===== src/tifs_pkg.sv =====
// Package with register map, field positions, vectors and sequencing counts for the timer irq block.
package tifs_pkg;

  // ==========================================================================
  // Register map
  // ==========================================================================
  localparam logic [7:0] TIFS_FLAGS_IDX    = 8'h36;
  localparam logic [7:0] TIFS_ENABLES_IDX  = 8'h37;
  localparam logic [7:0] TIFS_CORE_CTL_IDX = 8'h40;
  localparam logic [7:0] TIFS_STATUS_IDX   = 8'h41;
  localparam logic [9:0] TIFS_FLAGS_ADDR    = {TIFS_FLAGS_IDX, 2'b00};
  localparam logic [9:0] TIFS_ENABLES_ADDR  = {TIFS_ENABLES_IDX, 2'b00};
  localparam logic [9:0] TIFS_CORE_CTL_ADDR = {TIFS_CORE_CTL_IDX, 2'b00};
  localparam logic [9:0] TIFS_STATUS_ADDR   = {TIFS_STATUS_IDX, 2'b00};

  localparam logic [7:0] TIFS_FLAGS_RST    = 8'h00;
  localparam logic [7:0] TIFS_ENABLES_RST  = 8'h00;
  localparam logic [3:0] TIFS_CORE_CTL_RST = 4'h0;

  // Flag bit positions, also enable bit positions.
  localparam int TIFS_T0_OVF = 0;
  localparam int TIFS_T0_CMP = 1;
  localparam int TIFS_T1_OVF = 2;
  localparam int TIFS_T1_CMPB = 3;
  localparam int TIFS_T1_CMPA = 4;
  localparam int TIFS_T1_CAP = 5;
  localparam int TIFS_T2_OVF = 6;
  localparam int TIFS_T2_CMP = 7;

  // Core control fields: global enable, sleep allow, sleep select.
  localparam int TIFS_GIE_BIT   = 0;
  localparam int TIFS_SLEEP_BIT = 1;
  localparam int TIFS_SM_LO     = 2;
  localparam int TIFS_SM_HI     = 3;

  localparam logic [1:0] TIFS_SM_IDLE = 2'b00;
  localparam logic [1:0] TIFS_SM_PDN  = 2'b10;
  localparam logic [1:0] TIFS_SM_PSV  = 2'b11;

  // Vector of the lowest-numbered flag index source; lower vectors for higher bits.
  localparam logic [15:0] TIFS_VEC_T0_OVF = 16'h0020;
  localparam logic [15:0] TIFS_VEC_STEP   = 16'h0002;

  // ==========================================================================
  // Sequencing counts
  // ==========================================================================
  localparam int         TIFS_ENTRY_CYC  = 4;
  localparam int         TIFS_JUMP_CYC   = 3;
  localparam int         TIFS_RETURN_CYC = 4;
  localparam logic [1:0] TIFS_SP_STEP    = 2'd2;

  localparam logic [1:0] TIFS_RESP_OKAY   = 2'b00;
  localparam logic [1:0] TIFS_RESP_SLVERR = 2'b10;

  typedef enum logic [2:0] {
    TIFS_RUN, TIFS_ENTRY, TIFS_JUMP, TIFS_HANDLER, TIFS_RETURN, TIFS_AFTER, TIFS_SLEEP
  } tifs_state_t;

endpackage : tifs_pkg


===== src/tifs_ctrl.sv =====
// Timer interrupt flags, dispatch sequencer and sleep control with an AXI4-Lite slave.
//
// Local design decision: the AXI4-Lite interface to the registers.
`timescale 1ns/1ps

module tifs_ctrl
  import tifs_pkg::*;
(
  input  wire logic        ref_clk,        // System clock, 20 MHz.
  input  wire logic        rst,            // Synchronous reset, active high.
  // AXI4-Lite slave.
  input  wire logic [31:0] s_axi_awaddr,   // Write address.
  input  wire logic        s_axi_awvalid,  // Write address valid.
  output logic             s_axi_awready,  // Write address ready.
  input  wire logic [31:0] s_axi_wdata,    // Write data.
  input  wire logic [3:0]  s_axi_wstrb,    // Write byte strobes.
  input  wire logic        s_axi_wvalid,   // Write data valid.
  output logic             s_axi_wready,   // Write data ready.
  output logic [1:0]       s_axi_bresp,    // Write response.
  output logic             s_axi_bvalid,   // Write response valid.
  input  wire logic        s_axi_bready,   // Write response ready.
  input  wire logic [31:0] s_axi_araddr,   // Read address.
  input  wire logic        s_axi_arvalid,  // Read address valid.
  output logic             s_axi_arready,  // Read address ready.
  output logic [31:0]      s_axi_rdata,    // Read data.
  output logic [1:0]       s_axi_rresp,    // Read response.
  output logic             s_axi_rvalid,   // Read data valid.
  input  wire logic        s_axi_rready,   // Read data ready.
  // Timer event sources, one-cycle pulses; mode inputs are levels.
  input  wire logic        t0_overflow,    // Timer0 overflow.
  input  wire logic        t0_leave_zero,  // Timer0 count advanced from zero.
  input  wire logic        t0_pwm_mode,    // Timer0 in pulse-width mode.
  input  wire logic        t0_compare_hit, // Timer0 count equals compare value.
  input  wire logic        t0_async,       // Timer0 clocked asynchronously.
  input  wire logic        t1_overflow,    // Timer1 overflow.
  input  wire logic        t1_leave_zero,  // Timer1 count advanced from zero.
  input  wire logic        t1_pwm_mode,    // Timer1 in pulse-width mode.
  input  wire logic        t1_compare_a_hit, // Timer1 compare A match.
  input  wire logic        t1_compare_b_hit, // Timer1 compare B match.
  input  wire logic        t1_capture_done,  // Count copied to capture value.
  input  wire logic        t2_overflow,    // Timer2 overflow.
  input  wire logic        t2_leave_zero,  // Timer2 count advanced from zero.
  input  wire logic        t2_pwm_mode,    // Timer2 in pulse-width mode.
  input  wire logic        t2_compare_hit, // Timer2 count equals compare value.
  // Core sequencing.
  input  wire logic        insn_boundary,  // Current instruction completes this cycle.
  input  wire logic        sleep_insn,     // Sleep instruction completes this cycle.
  input  wire logic        reti_insn,      // Return-from-interrupt starts this cycle.
  input  wire logic [15:0] core_pc,        // Program counter to push.
  input  wire logic        ext_wake,       // External level, watchdog or reset wake.
  output logic             core_hold,      // Core halted by the sequencer or sleep.
  output logic             pc_load,        // Pulse: load program counter.
  output logic [15:0]      pc_value,       // Value to load.
  output logic             stack_push,     // Pulse: push a byte.
  output logic             stack_pop,      // Pulse: pop a byte.
  output logic [7:0]       stack_byte,     // Byte pushed.
  output logic [15:0]      stack_ptr,      // Stack pointer.
  output logic             osc_stop,       // External oscillator stopped.
  output logic             sleeping        // Sleep state.
);

  // ==========================================================================
  // Register bus
  // ==========================================================================
  logic [7:0]  flags_q;
  logic [7:0]  enables_q;
  logic [3:0]  core_ctl_q;
  logic        wr_fire;
  logic [9:0]  wr_addr;
  logic [7:0]  w1c_mask;
  logic [7:0]  vec_clear;
  logic [7:0]  hw_set;
  logic [7:0]  pending;
  tifs_state_t state_q;
  logic [2:0]  cnt_q;
  logic [2:0]  sel_q;
  logic [15:0] ret_pc_q;
  logic        gie;

  assign wr_fire = s_axi_awvalid && s_axi_wvalid && !s_axi_bvalid && !s_axi_awready;
  assign wr_addr = s_axi_awaddr[9:0];
  assign gie     = core_ctl_q[TIFS_GIE_BIT];

  always_ff @(posedge ref_clk) begin
    if (rst) begin
      s_axi_awready <= 1'b0;
      s_axi_wready  <= 1'b0;
      s_axi_bvalid  <= 1'b0;
      s_axi_bresp   <= TIFS_RESP_OKAY;
    end else begin
      s_axi_awready <= wr_fire;
      s_axi_wready  <= wr_fire;
      if (wr_fire) begin
        s_axi_bvalid <= 1'b1;
        s_axi_bresp  <= (s_axi_awaddr[31:10] == 22'h0 &&
                         (wr_addr == TIFS_FLAGS_ADDR || wr_addr == TIFS_ENABLES_ADDR ||
                          wr_addr == TIFS_CORE_CTL_ADDR || wr_addr == TIFS_STATUS_ADDR))
                        ? TIFS_RESP_OKAY : TIFS_RESP_SLVERR;
      end else if (s_axi_bready) begin
        s_axi_bvalid <= 1'b0;
      end
    end
  end

  always_ff @(posedge ref_clk) begin
    if (rst) begin
      s_axi_arready <= 1'b0;
      s_axi_rvalid  <= 1'b0;
      s_axi_rdata   <= 32'h0000_0000;
      s_axi_rresp   <= TIFS_RESP_OKAY;
    end else begin
      s_axi_arready <= s_axi_arvalid && !s_axi_rvalid && !s_axi_arready;
      if (s_axi_arvalid && !s_axi_rvalid && !s_axi_arready) begin
        s_axi_rvalid <= 1'b1;
        s_axi_rresp  <= TIFS_RESP_OKAY;
        if (s_axi_araddr[31:10] != 22'h0) begin
          s_axi_rdata <= 32'h0000_0000;
          s_axi_rresp <= TIFS_RESP_SLVERR;
        end else begin
          case (s_axi_araddr[9:0])
            TIFS_FLAGS_ADDR:    s_axi_rdata <= {24'h000000, flags_q};
            TIFS_ENABLES_ADDR:  s_axi_rdata <= {24'h000000, enables_q};
            TIFS_CORE_CTL_ADDR: s_axi_rdata <= {28'h0000000, core_ctl_q};
            TIFS_STATUS_ADDR:   s_axi_rdata <= {21'h000000, sel_q, sleeping, 4'h0,
                                                state_q};
            default: begin
              s_axi_rdata <= 32'h0000_0000;
              s_axi_rresp <= TIFS_RESP_SLVERR;
            end
          endcase
        end
      end else if (s_axi_rready) begin
        s_axi_rvalid <= 1'b0;
      end
    end
  end

  always_ff @(posedge ref_clk) begin
    if (rst) begin
      enables_q  <= TIFS_ENABLES_RST;
      core_ctl_q <= TIFS_CORE_CTL_RST;
    end else if (wr_fire && s_axi_wstrb[0] && s_axi_awaddr[31:10] == 22'h0) begin
      if (wr_addr == TIFS_ENABLES_ADDR) enables_q <= s_axi_wdata[7:0];
      if (wr_addr == TIFS_CORE_CTL_ADDR) core_ctl_q <= s_axi_wdata[3:0];
    end
  end

  // ==========================================================================
  // Event flags
  // ==========================================================================
  always_comb begin
    hw_set = 8'h00;
    hw_set[TIFS_T2_CMP]  = t2_compare_hit;
    hw_set[TIFS_T2_OVF]  = t2_pwm_mode ? t2_leave_zero : t2_overflow;
    hw_set[TIFS_T1_CAP]  = t1_capture_done;
    hw_set[TIFS_T1_CMPA] = t1_compare_a_hit;
    hw_set[TIFS_T1_CMPB] = t1_compare_b_hit;
    hw_set[TIFS_T1_OVF]  = t1_pwm_mode ? t1_leave_zero : t1_overflow;
    hw_set[TIFS_T0_CMP]  = t0_compare_hit;
    hw_set[TIFS_T0_OVF]  = t0_pwm_mode ? t0_leave_zero : t0_overflow;
  end

  assign w1c_mask = (wr_fire && s_axi_wstrb[0] && s_axi_awaddr[31:10] == 22'h0 &&
                     wr_addr == TIFS_FLAGS_ADDR) ? s_axi_wdata[7:0] : 8'h00;

  genvar gi;
  generate
    for (gi = 0; gi < 8; gi++) begin : g_flag
      assign vec_clear[gi] = (state_q == TIFS_ENTRY) && (cnt_q == 3'd0) &&
                             (sel_q == 3'(gi));
      always_ff @(posedge ref_clk) begin
        if (rst) begin
          flags_q[gi] <= TIFS_FLAGS_RST[gi];
        end else if (hw_set[gi]) begin
          flags_q[gi] <= 1'b1;
        end else if (w1c_mask[gi] || vec_clear[gi]) begin
          flags_q[gi] <= 1'b0;
        end
      end
    end
  endgenerate

  assign pending = flags_q & enables_q & {8{gie}};

  // ==========================================================================
  // Dispatch and sleep sequencer
  // ==========================================================================
  // Highest priority is bit 0 (highest vector).
  logic [2:0] pick;
  always_comb begin
    pick = 3'd0;
    for (int i = 7; i >= 0; i--) begin
      if (pending[i]) pick = 3'(i);
    end
  end

  logic wake_ok;
  always_comb begin
    case (core_ctl_q[TIFS_SM_HI:TIFS_SM_LO])
      TIFS_SM_IDLE: wake_ok = |pending;
      TIFS_SM_PSV:  wake_ok = ext_wake || (t0_async &&
                      (pending[TIFS_T0_OVF] || pending[TIFS_T0_CMP]));
      default:      wake_ok = ext_wake;
    endcase
  end

  always_ff @(posedge ref_clk) begin
    if (rst) begin
      state_q    <= TIFS_RUN;
      cnt_q      <= 3'd0;
      sel_q      <= 3'd0;
      ret_pc_q   <= 16'h0000;
      core_hold  <= 1'b0;
      pc_load    <= 1'b0;
      pc_value   <= 16'h0000;
      stack_push <= 1'b0;
      stack_pop  <= 1'b0;
      stack_byte <= 8'h00;
      stack_ptr  <= 16'h0000;
      osc_stop   <= 1'b0;
      sleeping   <= 1'b0;
    end else begin
      pc_load    <= 1'b0;
      stack_push <= 1'b0;
      stack_pop  <= 1'b0;
      case (state_q)
        TIFS_RUN, TIFS_AFTER: begin
          if (reti_insn && state_q == TIFS_RUN) begin
            state_q   <= TIFS_RETURN;
            cnt_q     <= 3'd0;
            core_hold <= 1'b1;
          end else if (insn_boundary && |pending && state_q == TIFS_RUN) begin
            state_q   <= TIFS_ENTRY;
            cnt_q     <= 3'd0;
            sel_q     <= pick;
            ret_pc_q  <= core_pc;
            core_hold <= 1'b1;
          end else if (sleep_insn && core_ctl_q[TIFS_SLEEP_BIT]) begin
            state_q   <= TIFS_SLEEP;
            core_hold <= 1'b1;
            sleeping  <= 1'b1;
            osc_stop  <= core_ctl_q[TIFS_SM_HI];
          end else if (insn_boundary) begin
            state_q <= TIFS_RUN;
          end
        end
        TIFS_SLEEP: begin
          if (wake_ok) begin
            state_q   <= TIFS_RUN;
            core_hold <= 1'b0;
            sleeping  <= 1'b0;
            osc_stop  <= 1'b0;
          end
        end
        TIFS_ENTRY: begin
          cnt_q <= cnt_q + 3'd1;
          if (cnt_q < 3'd2) begin
            stack_push <= 1'b1;
            stack_byte <= (cnt_q == 3'd0) ? ret_pc_q[7:0] : ret_pc_q[15:8];
            stack_ptr  <= stack_ptr - 16'(TIFS_SP_STEP >> 1);
          end
          if (cnt_q == 3'(TIFS_ENTRY_CYC - 1)) begin
            pc_load  <= 1'b1;
            pc_value <= TIFS_VEC_T0_OVF - 16'(sel_q) * TIFS_VEC_STEP;
            state_q  <= TIFS_JUMP;
            cnt_q    <= 3'd0;
          end
        end
        TIFS_JUMP: begin
          cnt_q <= cnt_q + 3'd1;
          if (cnt_q == 3'(TIFS_JUMP_CYC - 1)) begin
            state_q   <= TIFS_HANDLER;
            core_hold <= 1'b0;
          end
        end
        TIFS_HANDLER: begin
          if (reti_insn) begin
            state_q   <= TIFS_RETURN;
            cnt_q     <= 3'd0;
            core_hold <= 1'b1;
          end
        end
        TIFS_RETURN: begin
          cnt_q <= cnt_q + 3'd1;
          if (cnt_q < 3'd2) begin
            stack_pop <= 1'b1;
            stack_ptr <= stack_ptr + 16'(TIFS_SP_STEP >> 1);
          end
          if (cnt_q == 3'(TIFS_RETURN_CYC - 1)) begin
            state_q   <= TIFS_AFTER;
            core_hold <= 1'b0;
          end
        end
        default: state_q <= TIFS_RUN;
      endcase
    end
  end

endmodule : tifs_ctrl


===== config.mk =====
export PLATFORM = sky130hd
export DESIGN_NAME = tifs_ctrl
export DESIGN_NICKNAME = d
export VERILOG_FILES = /design/src/tifs_pkg.sv /design/src/tifs_ctrl.sv
export SDC_FILE = /design/constraint.sdc
export NUM_CORES = 1
export LEC_CHECK = 0
export ABC_CLOCK_PERIOD_IN_PS = 4650
export BUFFER_PORTS_ARGS = -buffer_cell sky130_fd_sc_hd__buf_2
export CORE_MARGIN = 4
export CORE_UTILIZATION = 35
export DETAILED_ROUTE_END_ITERATION = 16
export GPL_TIMING_DRIVEN = 0
export PLACE_DENSITY_LB_ADDON = 0.3
export SLEW_MARGIN = 25
export SYNTH_ARGS = -nofsm -noshare
export SYNTH_HDL_FRONTEND = slang
export SYNTH_SLANG_ARGS = --single-unit

===== constraint.sdc =====
create_clock -name ref_clk -period 4.65 [get_ports ref_clk]
set_input_delay 0.6975 -clock ref_clk [delete_from_list [all_inputs] [get_ports ref_clk]]
set_output_delay 0.6975 -clock ref_clk [all_outputs]
set_load 0.005 [all_outputs]

==> impl_results.md, run 1 <==
- Status: completed
- Vias in the first global route: 5270
- Hpwl dp: 13.2 mm
- Worst EP required: 4.86 ns
- Final Cycle Share: 0.725
- Antenna-violating nets left: 0
- Hold crit path type: reg -> reg
- # setup viols final: 0
- PwrDens: 472 nW/um^2
- Worst Setup Start Kind: flip-flop
- Clock skew: 0.0111 ns
- Sequential area share after synthesis: 0.354
- Setup TNS: 0 ns
- Max Clk Rate: 297 MHz
- Starting Density: 0.359
- Clock power frac: 0.242
- Synth top area share: 0.354
- Tightest Pin Transition: 0.717 ns
- # placed instances: 1087
- IO Pins: 229
- Worst slack, placed: 1.34 ns
- Max_slew headroom: 0.521
- Fin area: 7020 um^2
- First-pass GRT wire length: 26.7 mm
- Setup Buffers After CTS: 0
- Sequential share of power: 0.299
- Die Y: 133 um
- Rows: 45
- Maximum vdd drop: 0.262 mV
- TritonCTS buffer count: 9
- Vias per inst: 4.96
- MaxCap Viol Count: 0
- CTS tree: built
- Wire per inst: 15.1 um
- Critical path class: reg -> reg
- Sw frac: 0.390
- Ys Warns: 0
- Largest cells by area after synthesis: dfxtp_1 35%, nand2_1 6.6%, ha_1 6.2%
- EDFF count, synth: 0
- Cell with the most instances after synthesis: dfxtp_1
- Cells after Synth: 676
- Post-synth cell types: 66
- Buffers on Ports: 167
- Slew Limit Fails: 0
- Via count: 5476
- Final critical-path required period: 3.37 ns
- Post-Syn Area: 5480 um^2
- Largest net degree at the start of global routing: 19
- Core box area: 15300 um^2
- Pwr Total: 0.00332 W
- RSZ-0062 raised after global routing: no
- Non-filler instance count after layout: 1103
- Routed wire length: 16.7 mm
- Async set-reset flop share out of synthesis: 0
- Slack of the critical path: 1.28 ns
- Critical Path End Type: flip-flop
- GPL Wtd Cong: 0.887
- Synth cell count leaders: 97 x dfxtp_1, 96 x nand2_1, 63 x a21oi_1
- Lkg Pwr: 3.03 nW
- CP arrival: 3.58 ns
- Grt ovf: 0
- First-iteration detailed-routing DRC count: 283
- Worst-Skew Late Latency: 0.36 ns
- DIE WIDTH: 133 um
- Post-CTS resize count: 0
- Synthesized area per cell: 8.11 um^2
- TritonRoute pass-1 iters: 5
- # clock sinks: 97
- Int Pwr: 0.00202 W
- Area Overhead vs Synth: 28.1%
- Combinational fraction of design power: 0.459
- Die area: 17700 um^2
- Main synth FF type: dfxtp_1
- Root buffer cell: clkbuf_16
- Clock transition at the registers of the reported paths: 0.07 ns
- Layout cell share with drive strength beyond 1: 0.269
- Hold buffer count at cts: 0
- Max FO, Critical Path: 18
- Switch Pwr: 0.00129 W
- Dpl cell area: 6710 um^2
- Number of diodes: 0
- Residual DRC: 0
- Seq cells post-synth: 97
- Nets: 1057
- Fin. Hold Viols: 0
- GRT Util Overall: 0.185
- Max clock buf depth: 2
- Antenna violations before repair: 0
- H-tree depth: 3
- Cell taking the most area after synthesis: dfxtp_1
-- power by group through the flow --
stage | clock network (W) | logic [W] | registers, W
6_report | 0.000802 | 0.00152 | 0.000991
5_1_grt | 0.000855 | 0.00173 | 0.00101
4_1_cts | 0.000820 | 0.00153 | 0.000991
3_5_place_dp | 0 | 0.00152 | 0.00101
3_3_place_gp | 0 | 0.00150 | 0.00101
2_1_floorplan | 0 | 0.00113 | 0.00100
-- worst max-delay path, cell delays in order, from the launching register on --
cell and delay, ns:
dfxtp_1 0.32, buf_2 0.19, nor2_1 0.29, nand2_1 0.52
ha_1 0.60, o211ai_1 0.16, a21boi_0 0.15, a211o_1 0.31
a21oi_1 0.30, mux2i_1 0.25, o2111ai_1 0.13
-- kinds of logic (layout without fill, tap and decap cells) --
group,after synthesis,count (layout),synth area share
xor gates and xnor gates,11,11,0.0176
AOI/OAI and AO/OA,167,167,0.198
adders and majority gates,28,28,0.0653
other,1,34,0.000684
and+or+nand+nor,265,265,0.236
DFF,97,97,0.354
buffers and inverters,82,265,0.0824
muxes,25,25,0.0457
-- flip-flops by register name (all words and copies together) (netlist names), 3 cells and up --
| name | flops |
|---|---|
| flags_q | 8 |
| state_q | 3 |
| cnt_q | 3 |
| pc_value | 5 |
| ret_pc_q | 16 |
| sel_q | 3 |
| core_ctl_q | 4 |
| stack_ptr | 16 |
| s_axi_rdata | 11 |
| enables_q | 8 |
| stack_byte | 8 |
-- stage by stage --
stage,utilization,hold WS (ns)
after detailed placement,0.439,0.447
final,0.460,0.460
after global placement,0.439,0.441
after floorplan,-,0.436
after global routing,0.460,0.479
after CTS,0.460,0.457
-- routing by layer --
metal  vias up  wire (um)  global-route usage
met5         -          0                   0
met4         0        233              0.0463
met3        17        932              0.0449
met2       147       7780               0.304
met1      2531       7740               0.246
li1       2781          -                   -
-- final cells by class --
class,count,area (um^2)
multi-input combinational,530,3210
tap,211,264
inverter,16,60.1
sequential,97,1940
clock buffer,10,239
timing repair buffer,167,836
buffer,66,392
fill,1559,8240
clock inverter,6,78.8
-- worst paths after layout --
kind | cells after the start | slack [ns] | end | start
worst min-delay path | 2 | 0.46 | ret_pc_q[0]$_SDFFE_PP0P_ | ret_pc_q[0]$_SDFFE_PP0P_
worst max register to register | 10 | 1.28 | stack_ptr[15]$_SDFFE_PP0P_ | state_q[0]$_SDFFE_PP0P_
worst min register to register | 2 | 0.46 | ret_pc_q[0]$_SDFFE_PP0P_ | ret_pc_q[0]$_SDFFE_PP0P_
worst max-delay path | 10 | 1.28 | stack_ptr[15]$_SDFFE_PP0P_ | state_q[0]$_SDFFE_PP0P_
-- cell usage in the layout (no fill, tap or decap), drive strengths merged, types with 6 or more instances in the layout --
cell type  synthesis  final
o21ai             24     24
or3                6      6
conb               1     34
ha                27     27
nand3             25     25
xnor2              8      8
clkbuf            24     34
a22o               6      6
mux2i             25     25
nor4              17     17
a21oi             63     63
nor2              62     62
a22oi             15     15
a31oi              7      7
inv               16     20
dfxtp             97     97
nand4             11     11
nand2             96     96
nor3              12     12
a211oi            14     14
buf               42    209
Power figures use the tool's default switching activity.
==> run 2, diff against run 1 <==
--- a/config.mk
+++ b/config.mk
@@ -5,7 +5,8 @@
 export SDC_FILE = /design/constraint.sdc
 export NUM_CORES = 1
 export LEC_CHECK = 0
-export ABC_CLOCK_PERIOD_IN_PS = 4650
+export ABC_AREA = 1
+export ABC_CLOCK_PERIOD_IN_PS = 2700
 export BUFFER_PORTS_ARGS = -buffer_cell sky130_fd_sc_hd__buf_2
 export CORE_MARGIN = 4
 export CORE_UTILIZATION = 35
==> constraint.sdc (replaced) <==
create_clock -name ref_clk -period 2.7 [get_ports ref_clk]
set_input_delay 0.405 -clock ref_clk [delete_from_list [all_inputs] [get_ports ref_clk]]
set_output_delay 0.405 -clock ref_clk [all_outputs]
set_load 0.005 [all_outputs]
==> run 2 against run 1 <==
Sequential share of layout area fell by 1.5 points. Clock skew is 0.00067 ns higher. Wire length up 1.6%. Setup slack got worse by 1.0 ns. Clock power rose by 72%. Design area increased by 5.7%. Count of clock-buffer cells in the layout decreased by 1. Via count up 10%. Global-route usage down 0.75 points. Die area rose by 6.6%. Sequential power up 78%. Critical path depth is 2 higher.
==> impl_results.md, run 2 <==
- Lkg Pwr: 3.64 nW (+20%)
- Antenna-violating nets left: 0 (unchanged)
- Largest cells by area after synthesis: dfxtp_1 33%, nand2_1 10%, a21oi_1 6.5%
- Routed wire length: 17.0 mm (+1.6%)
- TritonCTS buffer count: 9 (unchanged)
- Vias per inst: 4.70 (-5.3%)
- First-iteration detailed-routing DRC count: 284 (+0.35%)
- Die area: 18900 um^2 (+6.6%)
- Max FO, Critical Path: 18 (unchanged)
- EDFF count, synth: 0 (unchanged)
- RSZ-0062 raised after global routing: no
- Number of diodes: 0 (unchanged)
- Worst Setup Start Kind: flip-flop
- Worst slack, placed: 0.0904 ns (-1.25 ns)
- Max clock buf depth: 2 (unchanged)
- Most frequent cells in the layout: 167 x buf_2, 164 x nand2_1, 97 x dfxtp_1, 95 x inv_1, 82 x nor2_1
- Final critical-path required period: 2.47 ns (-0.904 ns)
- Largest net degree at the start of global routing: 20 (+1)
- Buf/Inv on CP: 2 (+1)
- Sequential area share after synthesis: 0.331 (-0.0234)
- Cell with the most instances after synthesis: nand2_1
- Max_slew headroom: 0.531 (+0.0109)
- Critical path class: reg -> reg
- Vias in the first global route: 5654 (+7.3%)
- Dpl cell area: 7100 um^2 (+5.9%)
- Cell taking the most area after synthesis: dfxtp_1
- Rows: 47 (+4.4%)
- Worst-Skew Late Latency: 0.36 ns (about the same)
- First-pass GRT wire length: 26.7 mm (-0.18%)
- CP top delay family: simple AND/OR/NAND/NOR gates
- CTS tree: built
- Die Y: 137 um (+3.3%)
- Main synth FF type: dfxtp_1
- Synth top area share: 0.331 (-0.0234)
- Synthesized area per cell: 6.90 um^2 (-15%)
- MaxCap Viol Count: 0 (unchanged)
- Ys Warns: 0 (unchanged)
- Via count: 6047 (+10%)
- Maximum vdd drop: 0.588 mV (+120%)
- PwrDens: 793 nW/um^2 (+68%)
- Buffers on Ports: 166 (-0.60%)
- Status: completed
- # clock sinks: 97 (unchanged)
- Residual DRC: 0 (unchanged)
- Critical Path Slowest Stage Cell: dfxtp_1
- Max Clk Rate: 406 MHz (+37%)
- H-tree depth: 3 (unchanged)
- Slew Limit Fails: 0 (unchanged)
- Setup Buffers After CTS: 0 (unchanged)
- Hold crit path type: in -> reg
- Layout cell share with drive strength beyond 1: 0.249 (-0.0205)
- Starting Density: 0.355 (-0.00406)
- # setup viols final: 0 (unchanged)
- Root buffer cell: clkbuf_16
- Nets: 1231 (+16%)
- Critical Path, Cell by Cell: nor2_4 -> nand2_4 -> inv_2 -> fa_1 -> nor3_1 -> o21ai_0 -> nor2_1 -> nor2_1 -> nand2_1 -> nand2_1 -> o21bai_1 -> inv_1
- Async set-reset flop share out of synthesis: 0 (unchanged)
- Clock transition at the registers of the reported paths: 0.08 ns (about the same)
- Fin area: 7430 um^2 (+5.7%)
- Commonest non-fill, non-tap cell in the layout: buf_2
- TritonRoute pass-1 iters: 5 (unchanged)
- Grt ovf: 0 (unchanged)
- Slack of the critical path: 0.235 ns (-1.05 ns)
- Critical Path End Type: flip-flop
- Post-synth cell types: 43 (-35%)
- Area Overhead vs Synth: 26.5%
- IO Pins: 229 (unchanged)
- Seq cells post-synth: 97 (unchanged)
- Clock skew: 0.0118 ns (+0.000673 ns)
- Antenna violations before repair: 0 (unchanged)
- Setup TNS: 0 ns (unchanged)
- Hpwl dp: 13.5 mm (+2.1%)
- Tightest Pin Transition: 0.698 ns (-0.0199 ns)
- GRT Util Overall: 0.178 (-0.00753)
- Cells after Synth: 851 (+26%)
- Worst EP required: 2.95 ns (-1.91 ns)
- Core box area: 16500 um^2 (+8.3%)
- Crit path largest cell delay: 0.54 ns (-0.06 ns)
- Wire per inst: 13.2 um (-13%)
- DIE WIDTH: 137 um (+3.3%)
- Final Cycle Share: 0.913 (+0.188)
- Fin. Hold Viols: 0 (unchanged)
- Synth cell count leaders: 164 x nand2_1, 97 x dfxtp_1, 95 x inv_1
- GPL Wtd Cong: 0.894 (+0.80%)
- Post-Syn Area: 5870 um^2 (+7.1%)
- CP arrival: 2.71 ns (-0.87 ns)
- Top Registers: ret_pc_q x16, stack_ptr x16, s_axi_rdata x11
==> run 2: cell count changes after synthesis, sizes merged, moves of 22 or more <==
cell   before  now
nand2      96  177
inv        16  102
mux2i      25    3
o21ai      24   62
nand3      25   57
nor2       62   92
==> run 2: repair_timing <==
action | CTS | global route
hold buffers | 0 | 0
gates resized for setup | 0 | 2
setup endpoints to repair | 0 | 5
hold endpoints to repair | 0 | 0
==> run 2: area by class of cell <==
type                            count  area [um^2]
Buffer                             56          382
Clock buffer                        9          225
Clock inverter                      7         96.3
Fill cell                        1725         9100
Inverter                          103          387
Multi-Input combinational cell    628         3290
Sequential cell                    97         1940
Tap cell                          220          275
Timing Repair Buffer              166          831
==> run 2: path summary, 6_finish.rpt <==
| check | startpoint | to | slack (ns) | depth (start not counted) |
|---|---|---|---|---|
| worst max-delay path | state_q[1]$_SDFFE_PP0P_ | stack_ptr[8]$_SDFFE_PP0P_ | 0.23 | 12 |
| worst min-delay path | t1_capture_done | flags_q[5]$_SDFFE_PP0P_ | 0.27 | 3 |
| worst max register to register | state_q[1]$_SDFFE_PP0P_ | stack_ptr[8]$_SDFFE_PP0P_ | 0.23 | 12 |
| worst min register to register | ret_pc_q[6]$_SDFFE_PP0P_ | ret_pc_q[6]$_SDFFE_PP0P_ | 0.45 | 2 |
==> run 2: logic make-up after synthesis <==
| logic type | after synthesis | share of synthesized area |
|---|---|---|
| and+or+nand+nor | 386 | 0.305 |
| AOI/OAI and AO/OA | 168 | 0.153 |
| buffers and inverters | 159 | 0.131 |
| DFF | 97 | 0.331 |
| adders and majority gates | 28 | 0.0610 |
| xor gates and xnor gates | 9 | 0.0134 |
| muxes | 3 | 0.00512 |
| other | 1 | 0.000639 |
==> run 2: metrics by stage <==
step | power (W) | instances | hold WS, ns | util
final | 0.00589 | 1286 | 0.272 | 0.449
after global routing | 0.00644 | 1286 | 0.279 | 0.449
after CTS | 0.00592 | 1286 | 0.264 | 0.449
after detailed placement | 0.00452 | 1270 | 0.436 | 0.430
after global placement | 0.00449 | 1270 | 0.433 | 0.430
after floorplan | 0.00380 | 884 | 0.424 | -
==> run 2: power by group <==
group | internal (W) | switching (W) | leakage [nW]
Sequential | 0.00161 | 0.000150 | 0.790
Combinational | 0.00106 | 0.00169 | 2.70
Clock | 0.000748 | 0.000634 | 0.154
Total | 0.00342 | 0.00247 | 3.64
==> run 2: worst reg2reg max path, cell delays in order (launching register included) <==
cell      delay [ns]
dfxtp_1         0.54
nor2_4          0.08
nand2_4         0.22
inv_2           0.11
fa_1            0.42
nor3_1          0.35
o21ai_0         0.15
nor2_1          0.16
nor2_1          0.06
nand2_1         0.05
nand2_1         0.05
o21bai_1        0.13
inv_1           0.05
==> run 2: routing by layer <==
layer,GRT usage,share of wire,vias up
li1,-,-,3176
met1,0.221,0.42,2659
met2,0.303,0.48,184
met3,0.0369,0.075,28
met4,0.0626,0.022,0
met5,0,0,-
